**src/rtc_map.vh**
```
// register map, command fields, reset values and timing counts of the rtc register block
`ifndef RTC_MAP_VH
`define RTC_MAP_VH

// ----------------------------------------------------------------------------
// command byte fields
// ----------------------------------------------------------------------------
`define RTC_CMD_ENABLE_BIT  7
`define RTC_CMD_RAM_BIT     6
`define RTC_CMD_IDX_HI      5
`define RTC_CMD_IDX_LO      1
`define RTC_CMD_READ_BIT    0

// ----------------------------------------------------------------------------
// register indexes (command bits 5..1)
// ----------------------------------------------------------------------------
`define RTC_IDX_SEC         5'h00
`define RTC_IDX_MIN         5'h01
`define RTC_IDX_HR          5'h02
`define RTC_IDX_DATE        5'h03
`define RTC_IDX_MON         5'h04
`define RTC_IDX_WDAY        5'h05
`define RTC_IDX_YEAR        5'h06
`define RTC_IDX_CTL         5'h07
`define RTC_IDX_CENT        5'h09
`define RTC_IDX_RSV         5'h0b
`define RTC_IDX_BURST       5'h1f
`define RTC_RAM_LAST        5'h1e

// ----------------------------------------------------------------------------
// reset values
// ----------------------------------------------------------------------------
`define RTC_RST_SEC         8'h00
`define RTC_RST_MIN         8'h00
`define RTC_RST_HR          8'h00
`define RTC_RST_DATE        8'h01
`define RTC_RST_MON         8'h01
`define RTC_RST_WDAY        8'h01
`define RTC_RST_YEAR        8'h70
`define RTC_RST_CTL         8'h00
`define RTC_RST_CENT        8'h19
`define RTC_RST_RSV         8'h07

// ----------------------------------------------------------------------------
// field layout
// ----------------------------------------------------------------------------
`define RTC_HR_12H_BIT      7
`define RTC_HR_PM_BIT       5
`define RTC_CTL_WP_BIT      7
`define RTC_MASK_SEC        8'h7f
`define RTC_MASK_MIN        8'h7f
`define RTC_MASK_HR         8'hbf
`define RTC_MASK_DATE       8'h3f
`define RTC_MASK_MON        8'h1f
`define RTC_MASK_WDAY       8'h07
`define RTC_MASK_CTL        8'h80

// ----------------------------------------------------------------------------
// timing
// ----------------------------------------------------------------------------
`define RTC_CLK_HZ          200000000
`define RTC_SECOND_S        1

`endif

```
**src/rtc_regs.v**
```verilog
// rtc register access: two-wire slave, bcd counters, read latch and scratch bytes
`timescale 1ns/100ps
`default_nettype none
`include "rtc_map.vh"
module rtc_regs #(
  parameter [6:0] SLAVE_ID   = 7'h50, // arbitrary value
  parameter       SEC_CYCLES = `RTC_CLK_HZ * `RTC_SECOND_S
) (
  input  wire clk_i,
  input  wire rst_i,
  input  wire scl_i,
  input  wire sda_i,
  output wire sda_o,
  output wire sda_oe_n_o
);
  // --------------------------------------------------------------------------
  // states
  // --------------------------------------------------------------------------
  localparam [8:0] ST_IDLE = 9'h001;
  localparam [8:0] ST_ADDR = 9'h002;
  localparam [8:0] ST_AACK = 9'h004;
  localparam [8:0] ST_CMD  = 9'h008;
  localparam [8:0] ST_CACK = 9'h010;
  localparam [8:0] ST_WR   = 9'h020;
  localparam [8:0] ST_WACK = 9'h040;
  localparam [8:0] ST_RD   = 9'h080;
  localparam [8:0] ST_MACK = 9'h100;

  // --------------------------------------------------------------------------
  // functions
  // --------------------------------------------------------------------------
  function [7:0] bcd_inc;
    input [7:0] v;
    begin
      if (v[3:0] == 4'h9) begin
        bcd_inc = {v[7:4] + 4'h1, 4'h0};
      end else begin
        bcd_inc = {v[7:4], v[3:0] + 4'h1};
      end
    end
  endfunction

  function [7:0] last_date;
    input [7:0] mon;
    input [7:0] yr;
    reg         leap;
    begin
      leap = yr[4] ? (yr[3:0] == 4'h2 || yr[3:0] == 4'h6)
                   : (yr[3:0] == 4'h0 || yr[3:0] == 4'h4 || yr[3:0] == 4'h8);
      case (mon)
        8'h02: begin
          last_date = leap ? 8'h29 : 8'h28;
        end
        8'h04, 8'h06, 8'h09, 8'h11: begin
          last_date = 8'h30;
        end
        default: begin
          last_date = 8'h31;
        end
      endcase
    end
  endfunction

  // timekeeping target of a read: capture only for these
  function is_time_read;
    input [7:0] c;
    reg   [4:0] i;
    begin
      i = c[`RTC_CMD_IDX_HI:`RTC_CMD_IDX_LO];
      is_time_read = ~c[`RTC_CMD_RAM_BIT] & c[`RTC_CMD_READ_BIT] &
                     (i <= `RTC_IDX_YEAR || i == `RTC_IDX_CENT || i == `RTC_IDX_BURST);
    end
  endfunction

  // --------------------------------------------------------------------------
  // pin synchronisers and bus events
  // --------------------------------------------------------------------------
  reg scl_m_q, scl_s_q, scl_p_q;
  reg sda_m_q, sda_s_q, sda_p_q;

  always @(posedge clk_i or posedge rst_i) begin
    if (rst_i) begin
      scl_m_q <= 1'b1;
      scl_s_q <= 1'b1;
      scl_p_q <= 1'b1;
      sda_m_q <= 1'b1;
      sda_s_q <= 1'b1;
      sda_p_q <= 1'b1;
    end else begin
      scl_m_q <= scl_i;
      scl_s_q <= scl_m_q;
      scl_p_q <= scl_s_q;
      sda_m_q <= sda_i;
      sda_s_q <= sda_m_q;
      sda_p_q <= sda_s_q;
    end
  end

  wire scl_rise = scl_s_q & ~scl_p_q;
  wire scl_fall = ~scl_s_q & scl_p_q;
  wire bus_start = scl_s_q & scl_p_q & sda_p_q & ~sda_s_q;
  wire bus_stop  = scl_s_q & scl_p_q & ~sda_p_q & sda_s_q;

  // --------------------------------------------------------------------------
  // one-second enable
  // --------------------------------------------------------------------------
  reg [31:0] div_q;
  wire       sec_tick = (div_q == SEC_CYCLES - 1);

  always @(posedge clk_i or posedge rst_i) begin
    if (rst_i) begin
      div_q <= 32'h0000_0000;
    end else if (sec_tick) begin
      div_q <= 32'h0000_0000;
    end else begin
      div_q <= div_q + 32'h0000_0001;
    end
  end

  // --------------------------------------------------------------------------
  // serial slave
  // --------------------------------------------------------------------------
  reg  [8:0] st_q;
  reg  [3:0] cnt_q;
  reg  [7:0] sh_q;
  reg  [7:0] tx_q;
  reg  [7:0] cmd_q;
  reg  [4:0] ptr_q;
  reg        burst_q;
  reg        mack_q;
  reg  [1:0] ld_q;
  reg        wr_p_q;
  reg        cap_p_q;
  reg        oe_n_q;
  wire [7:0] rd_byte;
  wire [4:0] cmd_idx = sh_q[`RTC_CMD_IDX_HI:`RTC_CMD_IDX_LO];
  wire       ram_sel = cmd_q[`RTC_CMD_RAM_BIT];
  wire [4:0] ptr_wrap = ram_sel ? `RTC_RAM_LAST : `RTC_IDX_CTL;
  wire [4:0] ptr_next = (burst_q && ptr_q != ptr_wrap) ? ptr_q + 5'h01 :
                        (burst_q ? 5'h00 : ptr_q);

  always @(posedge clk_i or posedge rst_i) begin
    if (rst_i) begin
      st_q    <= ST_IDLE;
      cnt_q   <= 4'h0;
      sh_q    <= 8'h00;
      tx_q    <= 8'hff;
      cmd_q   <= 8'h00;
      ptr_q   <= 5'h00;
      burst_q <= 1'b0;
      mack_q  <= 1'b0;
      ld_q    <= 2'b00;
      wr_p_q  <= 1'b0;
      cap_p_q <= 1'b0;
    end else begin
      wr_p_q  <= 1'b0;
      cap_p_q <= 1'b0;
      ld_q    <= {ld_q[0], 1'b0};
      if (ld_q[1]) begin
        tx_q <= rd_byte;
      end
      if (bus_start) begin
        st_q  <= ST_ADDR;
        cnt_q <= 4'h0;
      end else if (bus_stop) begin
        st_q <= ST_IDLE;
      end else begin
        case (st_q)
          ST_ADDR, ST_CMD, ST_WR: begin
            if (scl_rise && cnt_q != 4'h8) begin
              sh_q  <= {sh_q[6:0], sda_s_q};
              cnt_q <= cnt_q + 4'h1;
            end else if (scl_fall && cnt_q == 4'h8) begin
              cnt_q <= 4'h0;
              if (st_q == ST_ADDR) begin
                st_q <= (sh_q[7:1] == SLAVE_ID) ? ST_AACK : ST_IDLE;
              end else if (st_q == ST_CMD) begin
                st_q    <= ST_CACK;
                cmd_q   <= sh_q;
                burst_q <= (cmd_idx == `RTC_IDX_BURST);
                ptr_q   <= (cmd_idx == `RTC_IDX_BURST) ? 5'h00 : cmd_idx;
                cap_p_q <= is_time_read(sh_q);
              end else begin
                st_q   <= ST_WACK;
                wr_p_q <= 1'b1;
              end
            end
          end
          ST_AACK: begin
            if (scl_fall) begin
              if (sh_q[0]) begin
                st_q <= ST_RD;
                ld_q <= 2'b01;
              end else begin
                st_q <= ST_CMD;
              end
            end
          end
          ST_CACK: begin
            if (scl_fall) begin
              st_q <= ST_WR;
            end
          end
          ST_WACK: begin
            if (scl_fall) begin
              st_q  <= ST_WR;
              ptr_q <= ptr_next;
            end
          end
          ST_RD: begin
            if (scl_fall) begin
              if (cnt_q == 4'h7) begin
                st_q  <= ST_MACK;
                cnt_q <= 4'h0;
              end else begin
                tx_q  <= {tx_q[6:0], 1'b1};
                cnt_q <= cnt_q + 4'h1;
              end
            end
          end
          ST_MACK: begin
            if (scl_rise) begin
              mack_q <= ~sda_s_q;
            end else if (scl_fall) begin
              if (mack_q) begin
                st_q  <= ST_RD;
                ld_q  <= 2'b01;
                ptr_q <= ptr_next;
              end else begin
                st_q <= ST_IDLE;
              end
            end
          end
          default: begin
            st_q <= st_q;
          end
        endcase
      end
    end
  end

  // sda is open drain: only ever pulled low
  wire drive_low = (st_q == ST_AACK) || (st_q == ST_CACK) || (st_q == ST_WACK) ||
                   (st_q == ST_RD && ld_q == 2'b00 && !tx_q[7]);

  always @(posedge clk_i or posedge rst_i) begin
    if (rst_i) begin
      oe_n_q <= 1'b1;
    end else begin
      oe_n_q <= ~drive_low;
    end
  end

  assign sda_o      = 1'b0;
  assign sda_oe_n_o = oe_n_q;

  // --------------------------------------------------------------------------
  // timekeeping counters and read latch
  // --------------------------------------------------------------------------
  reg  [7:0]  sec_q, min_q, hr_q, date_q, mon_q, wday_q, year_q, ctl_q, cent_q, rsv_q;
  reg  [63:0] lat_q;
  reg         tick_pend_q;
  reg  [7:0]  n_sec, n_min, n_hr, n_date, n_mon, n_wday, n_year, n_cent, t_hr;
  wire        wp = ctl_q[`RTC_CTL_WP_BIT];
  wire        wr_ok = cmd_q[`RTC_CMD_ENABLE_BIT] & ~cmd_q[`RTC_CMD_READ_BIT] &
                      (~wp | (~ram_sel & ptr_q == `RTC_IDX_CTL));
  wire        clk_wr = wr_p_q & wr_ok & ~ram_sel;
  wire        ram_wr = wr_p_q & wr_ok & ram_sel & (ptr_q != `RTC_IDX_BURST);
  // a capture defers the pending second by one cycle
  wire        do_inc = tick_pend_q & ~cap_p_q & ~clk_wr;

  always @* begin
    n_sec  = sec_q;
    n_min  = min_q;
    n_hr   = hr_q;
    n_date = date_q;
    n_mon  = mon_q;
    n_wday = wday_q;
    n_year = year_q;
    n_cent = cent_q;
    t_hr   = bcd_inc({3'b000, hr_q[4:0]});
    if (sec_q != 8'h59) begin
      n_sec = bcd_inc(sec_q);
    end else begin
      n_sec = 8'h00;
      if (min_q != 8'h59) begin
        n_min = bcd_inc(min_q);
      end else begin
        n_min = 8'h00;
        if (hr_q[`RTC_HR_12H_BIT]) begin
          if (hr_q[4:0] == 5'h11) begin
            n_hr = {hr_q[7:6], ~hr_q[5], 5'h12};
          end else if (hr_q[4:0] == 5'h12) begin
            n_hr = {hr_q[7:5], 5'h01};
          end else begin
            n_hr = {hr_q[7:5], t_hr[4:0]};
          end
        end else if (hr_q[5:0] == 6'h23) begin
          n_hr = {hr_q[7:6], 6'h00};
        end else begin
          n_hr = bcd_inc(hr_q);
        end
        if (hr_q[`RTC_HR_12H_BIT] ? (hr_q[5] && hr_q[4:0] == 5'h11) : (hr_q[5:0] == 6'h23)) begin
          n_wday = (wday_q == 8'h07) ? 8'h01 : wday_q + 8'h01;
          if (date_q != last_date(mon_q, year_q)) begin
            n_date = bcd_inc(date_q);
          end else begin
            n_date = 8'h01;
            if (mon_q != 8'h12) begin
              n_mon = bcd_inc(mon_q);
            end else begin
              n_mon = 8'h01;
              n_year = (year_q == 8'h99) ? 8'h00 : bcd_inc(year_q);
              if (year_q == 8'h99) begin
                n_cent = (cent_q == 8'h99) ? 8'h00 : bcd_inc(cent_q);
              end
            end
          end
        end
      end
    end
  end

  always @(posedge clk_i or posedge rst_i) begin
    if (rst_i) begin
      sec_q       <= `RTC_RST_SEC;
      min_q       <= `RTC_RST_MIN;
      hr_q        <= `RTC_RST_HR;
      date_q      <= `RTC_RST_DATE;
      mon_q       <= `RTC_RST_MON;
      wday_q      <= `RTC_RST_WDAY;
      year_q      <= `RTC_RST_YEAR;
      ctl_q       <= `RTC_RST_CTL;
      cent_q      <= `RTC_RST_CENT;
      rsv_q       <= `RTC_RST_RSV;
      lat_q       <= 64'h0000_0000_0000_0000;
      tick_pend_q <= 1'b0;
    end else begin
      if (sec_tick) begin
        tick_pend_q <= 1'b1;
      end else if (do_inc) begin
        tick_pend_q <= 1'b0;
      end
      if (cap_p_q) begin
        lat_q <= {cent_q, year_q, wday_q, mon_q, date_q, hr_q, min_q, sec_q};
      end
      if (do_inc) begin
        sec_q  <= n_sec;
        min_q  <= n_min;
        hr_q   <= n_hr;
        date_q <= n_date;
        mon_q  <= n_mon;
        wday_q <= n_wday;
        year_q <= n_year;
        cent_q <= n_cent;
      end
      if (clk_wr) begin
        case (ptr_q)
          `RTC_IDX_SEC:  sec_q  <= sh_q & `RTC_MASK_SEC;
          `RTC_IDX_MIN:  min_q  <= sh_q & `RTC_MASK_MIN;
          `RTC_IDX_HR:   hr_q   <= sh_q & `RTC_MASK_HR;
          `RTC_IDX_DATE: date_q <= sh_q & `RTC_MASK_DATE;
          `RTC_IDX_MON:  mon_q  <= sh_q & `RTC_MASK_MON;
          `RTC_IDX_WDAY: wday_q <= sh_q & `RTC_MASK_WDAY;
          `RTC_IDX_YEAR: year_q <= sh_q;
          `RTC_IDX_CTL:  ctl_q  <= sh_q & `RTC_MASK_CTL;
          `RTC_IDX_CENT: cent_q <= sh_q;
          default: begin
            rsv_q <= rsv_q;
          end
        endcase
      end
    end
  end

  // --------------------------------------------------------------------------
  // read data
  // --------------------------------------------------------------------------
  wire [7:0] ram_rdata;
  reg  [7:0] clk_byte;

  always @* begin
    case (ptr_q)
      `RTC_IDX_SEC:  clk_byte = lat_q[7:0];
      `RTC_IDX_MIN:  clk_byte = lat_q[15:8];
      `RTC_IDX_HR:   clk_byte = lat_q[23:16];
      `RTC_IDX_DATE: clk_byte = lat_q[31:24];
      `RTC_IDX_MON:  clk_byte = lat_q[39:32];
      `RTC_IDX_WDAY: clk_byte = lat_q[47:40];
      `RTC_IDX_YEAR: clk_byte = lat_q[55:48];
      `RTC_IDX_CTL:  clk_byte = ctl_q;
      `RTC_IDX_CENT: clk_byte = lat_q[63:56];
      `RTC_IDX_RSV:  clk_byte = rsv_q;
      default:       clk_byte = 8'h00;
    endcase
  end

  assign rd_byte = ram_sel ? ((ptr_q == `RTC_IDX_BURST) ? 8'h00 : ram_rdata) : clk_byte;

  rtc_scratch_ram #(
    .DEPTH (31),
    .AW    (5)
  ) u_ram (
    .clk_i   (clk_i),
    .we_i    (ram_wr),
    .waddr_i (ptr_q),
    .wdata_i (sh_q),
    .raddr_i (ptr_q),
    .rdata_o (ram_rdata)
  );
endmodule
`default_nettype wire

```
**src/rtc_scratch_ram.v**
```verilog
// scratch byte memory with registered read data
`timescale 1ns/100ps
`default_nettype none
module rtc_scratch_ram #(
  parameter DEPTH = 31,
  parameter AW    = 5
) (
  input  wire          clk_i,
  input  wire          we_i,
  input  wire [AW-1:0] waddr_i,
  input  wire [7:0]    wdata_i,
  input  wire [AW-1:0] raddr_i,
  output reg  [7:0]    rdata_o
);
  // contents are indeterminate after power-up, so the array has no reset
  reg [7:0] mem [0:DEPTH-1];

  always @(posedge clk_i) begin
    if (we_i) begin
      mem[waddr_i] <= wdata_i;
    end
    rdata_o <= mem[raddr_i];
  end
endmodule
`default_nettype wire

```
**config.mk**
```make
export PLATFORM = sky130hd
export DESIGN_NAME = rtc_regs
export DESIGN_NICKNAME = d
export VERILOG_FILES = /design/src/rtc_regs.v /design/src/rtc_scratch_ram.v
export VERILOG_INCLUDE_DIRS = /design/src
export SDC_FILE = /design/constraint.sdc
export NUM_CORES = 1
export LEC_CHECK = 0
export ABC_AREA = 0
export BUFFER_PORTS_ARGS = -buffer_cell sky130_fd_sc_hd__buf_2
export CORE_MARGIN = 2
export CORE_UTILIZATION = 37
export CTS_CLUSTER_SIZE = 24
export DETAILED_ROUTE_END_ITERATION = 16
export SLEW_MARGIN = 40
export SYNTH_ARGS = -nofsm -noshare
export SYNTH_HDL_FRONTEND = slang
export SYNTH_SLANG_ARGS = --single-unit
```
**constraint.sdc**
```tcl
create_clock -name clk_i -period 11.1 [get_ports clk_i]
set_input_delay 2.775 -clock clk_i [delete_from_list [all_inputs] [get_ports clk_i]]
set_output_delay 2.775 -clock clk_i [all_outputs]
set_load 0.05 [all_outputs]
```
==> metrics.md <==
| Metric | Value |
|---|---|
| Post-CTS Setup Bufs | 0 |
| Clk buf depth | 3 |
| Primary FF master, synth | edfxtp_1 |
| Commonest non-fill, non-tap cell in the layout | edfxtp_1 |
| # rows | 87 |
| Vias per cell | 5.55 |
| Power Density | 165 nW/um^2 |
| Mapped Cells | 1653 |
| Commonest non-fill, non-tap cells in the layout | edfxtp_1 (248), dfrtp_1 (180), nor2_1 (164), nand2_1 (127), mux2_2 (80) |
| Critical Path RT | 11.33 ns |
| Overall Global Routing Usage | 17.6% |
| Synth warnings | 0 |
| GR Overflow Total | 0 |
| Largest net degree at the start of global routing | 147 |
| Period utilisation layout | 40.2% |
| Synth Cell Area | 21200 sq um |
| Slew headroom | between 40% and 50% |
| CTS root buf | clkbuf_16 |
| Crit Path Max Fanout | 77 |
| Hold path start | scl_m_q$_DFF_PP1_ |
| Most used cell, CP | ha_1 |
| Final hold violation count | 0 |
| Avg WL per Cell | 21.3 um |
| CTS H-tree depth | 2 |
| WHS Path Cells | 0 |
| DP HPWL | about 33000 um |
| Post-synth ARST share | 45.3% |
| Critical Path Sink Type | flip-flop |
| First-pass GRT wire length | 80600 um |
| Initial Utilization | a little under two fifths |
| R2R cell count | 8 |
| Cts bufs inserted | 49 |
| Die Wd | 243 um |
| Peak supply drop | 0.000127 V |
| Capture point of the worst reg-to-reg path | u_ram.mem[25][7]$_DFFE_PP_ |
| Worst hold path endpoint | scl_s_q$_DFF_PP1_ |
| Area leader, netlist | edfxtp_1 |
| Placed cells | 2350 |
| Final Wtd Congestion | roughly 0.8 |
| CTS tree | yes |
| Clk slew on worst S/H paths | 0.06 ns |
| Post-synth EDFFs | 248 |
| Max-cap violations | 0 |
| Net count, final | ~1700 |
| Vias in the first global route | ~13000 |
| Delay-heaviest family, CP | simple AND/OR/NAND/NOR gates |
| Sequential area share after synthesis | approximately 61% |
| Slowest cell delay on critical path | between 0.7 and 0.8 ns |
| Hold_buf cts | 0 |
| Non-filler instance count after layout | 2443 |
| Top cell type's share of synthesized area | 35.1% |
| Crit Reg-Reg Startpoint | ptr_q[1]$_DFFE_PP0P_ |
| Antenna fix cells | 0 |
| # clock sinks | roughly 470 |
| Min-delay worst type | flip-flop to flip-flop |
| Ranking of synthesized cells by area | edfxtp_1 (35%), dfrtp_1 (22%), mux4_2 (5.9%) |
| Max Clock Skew | roughly 0.028 ns |
| Crit path kind | flip-flop to flip-flop |
| Setup TNS | 0 ns |
| Minimum clock period | 4.46 ns |
| Antenna violations before repair | 0 |
| Area growth syn-to-layout | 12.5% |
| Setup Viol. Count Final | 0 |
| WL final | 52000 um |
| Skew-Pair Late Insertion Delay | 0.60 ns |
| RSZ-0062 raised after global routing | no |
| Synthesized area per cell | ~13 sq um |
| F_max | 224 MHz |
| R2r setup slk | 6.64 ns |
| CP arrival | 4.69 ns |
| Synthesized flop and latch total | 468 |
| Fill count | 5096 |
| Status | completed |
| Leakage | between 8 and 9 nW |
| Critical Path Slowest Stage Cell | nor2_1 |
| DRC violations left | 0 |
| Drt pass-1 iters | 6 |
| Io pins | 6 |
| PostCTS Resize Cnt | 0 |
| Port buffer count | 4 |
| Buf/Inv on CP | 1 |
| Cell variety after synth | 84 |
| Share of cells above drive strength 1 | about 18% |
| Total Die Area | a little under 60000 sq um |
| Worst Max-Slew Pin Slew | a little over 0.8 ns |
| Crit-path cells | buf_6 > ha_1 > and3_1 > ha_1 > nor2b_1 > nor4b_1 > nand2_1 > nor2_1 |
| Fin util | between 40 and 50% |
| Max-slew violations | 0 |
| Startpoint Class | flip-flop |
| Core area | 56500 sq um |
| Initial DRC count | 1262 |
| DIE HEIGHT | 243 um |
| Via count | 13600 |
| Post-synth net total | approximately 1700 |
| Remaining antenna violation count | 0 |
==> metrics by stage <==
stage               cell area [sq um]  power [mW]  setup WS [ns]  hold WS [ns]
finish                          23900        3.93           6.64         0.354
global route                    23900        4.06           6.30         0.363
CTS                             23800        3.97           6.50         0.355
detailed placement              22100        2.19           6.53         0.349
global placement                22000        2.18           6.43         0.348
floorplan                       21200        2.07           2.57         0.345
==> cells by family (layout without fill, tap and decap cells) <==
| kind of cell | after synthesis | count (layout) | synth area share (%) |
|---|---|---|---|
| muxes | 164 | 164 | 11.5 |
| other | 1 | 1 | 0.0177 |
| and+or+nand+nor | 544 | 544 | 12.9 |
| DFF | 468 | 468 | 61.0 |
| AOI/OAI and AO/OA | 270 | 270 | 8.25 |
| adders and majority gates | 32 | 32 | 1.89 |
| buffers and inverters | 122 | 156 | 2.28 |
| xor gates and xnor gates | 52 | 52 | 2.15 |
==> per-layer routing <==
layer / up-vias / share of wire [%] / track usage, %
li1: 6157 / - / -
met1: 6864 / 45 / 25.0
met2: 446 / 46 / 27.3
met3: 83 / 6.2 / 3.16
met4: 0 / 3.0 / 5.72
met5: - / 0 / 0
==> state kept, by name (all words and copies together) (netlist names), 2 cells and up <==
register,cells
cnt_q,4
cent_q,8
wday_q,8
ptr_q,5
tx_q,8
date_q,8
mon_q,8
u_ram.rdata_o,8
cmd_q,3
min_q,8
div_q,32
sh_q,8
lat_q,64
year_q,8
ld_q,2
sec_q,8
hr_q,8
u_ram.mem,248
st_q,9
==> power by group <==
part	leakage, nW	internal (mW)	switching (mW)
combinational	2.94	0.0393	0.177
clock	0.876	1.08	0.702
sequential	5.16	1.90	0.0299
==> synthesized netlist by cell type, drive strengths merged, types with 10 or more instances <==
master,count
clkbuf,67
nand2b,12
dfstp,25
mux4,56
o22ai,11
mux2i,27
and3,21
nor3,31
a22oi,17
a32oi,14
nor2b,21
nor4,16
a21oi,60
inv,36
and3b,10
mux2,81
nand2,131
o21ai,76
nand3,54
ha,32
nand4,20
a21o,11
a31oi,21
xor2,23
a22o,10
xnor2,29
nor2,165
or3,15
edfxtp,248
buf,19
dfrtp,187
==> worst max-delay path by stage <==
stage | cells past startpoint | slack, ns | from | to
5_1_grt | 8 | 6.30 | ptr_q[1]$_DFFE_PP0P_ | u_ram.mem[4][3]$_DFFE_PP_
3_5_place_dp | 8 | 6.53 | ptr_q[1]$_DFFE_PP0P_ | u_ram.mem[12][1]$_DFFE_PP_
4_1_cts | 8 | 6.50 | ptr_q[1]$_DFFE_PP0P_ | u_ram.mem[4][3]$_DFFE_PP_
6_report | 8 | 6.64 | ptr_q[1]$_DFFE_PP0P_ | u_ram.mem[25][7]$_DFFE_PP_
2_1_floorplan | 1 | 2.57 | rst_i | burst_q$_DFFE_PP0P_
3_3_place_gp | 3 | 6.43 | rst_i | st_q[8]$_DFFE_PP0P_
==> layout make-up <==
class | instances | area [sq um] | area share (%)
sequential | 468 | 13000 | 54.3
multi-input combinational | 1063 | 7820 | 32.8
clock buffer | 65 | 1410 | 5.90
tap | 756 | 946 | 3.96
clock inverter | 27 | 367 | 1.54
timing repair buffer | 28 | 224 | 0.938
inverter | 36 | 151 | 0.634
==> worst register-to-register path: stages, from the launching register on <==
cell     delay (ns)
dfrtp_2        0.39
buf_6          0.30
ha_1           0.55
and3_1         0.32
ha_1           0.17
nor2b_1        0.46
nor4b_1        0.59
nand2_1        0.61
nor2_1         0.72
Note: power is estimated with default switching activity, not from simulation.
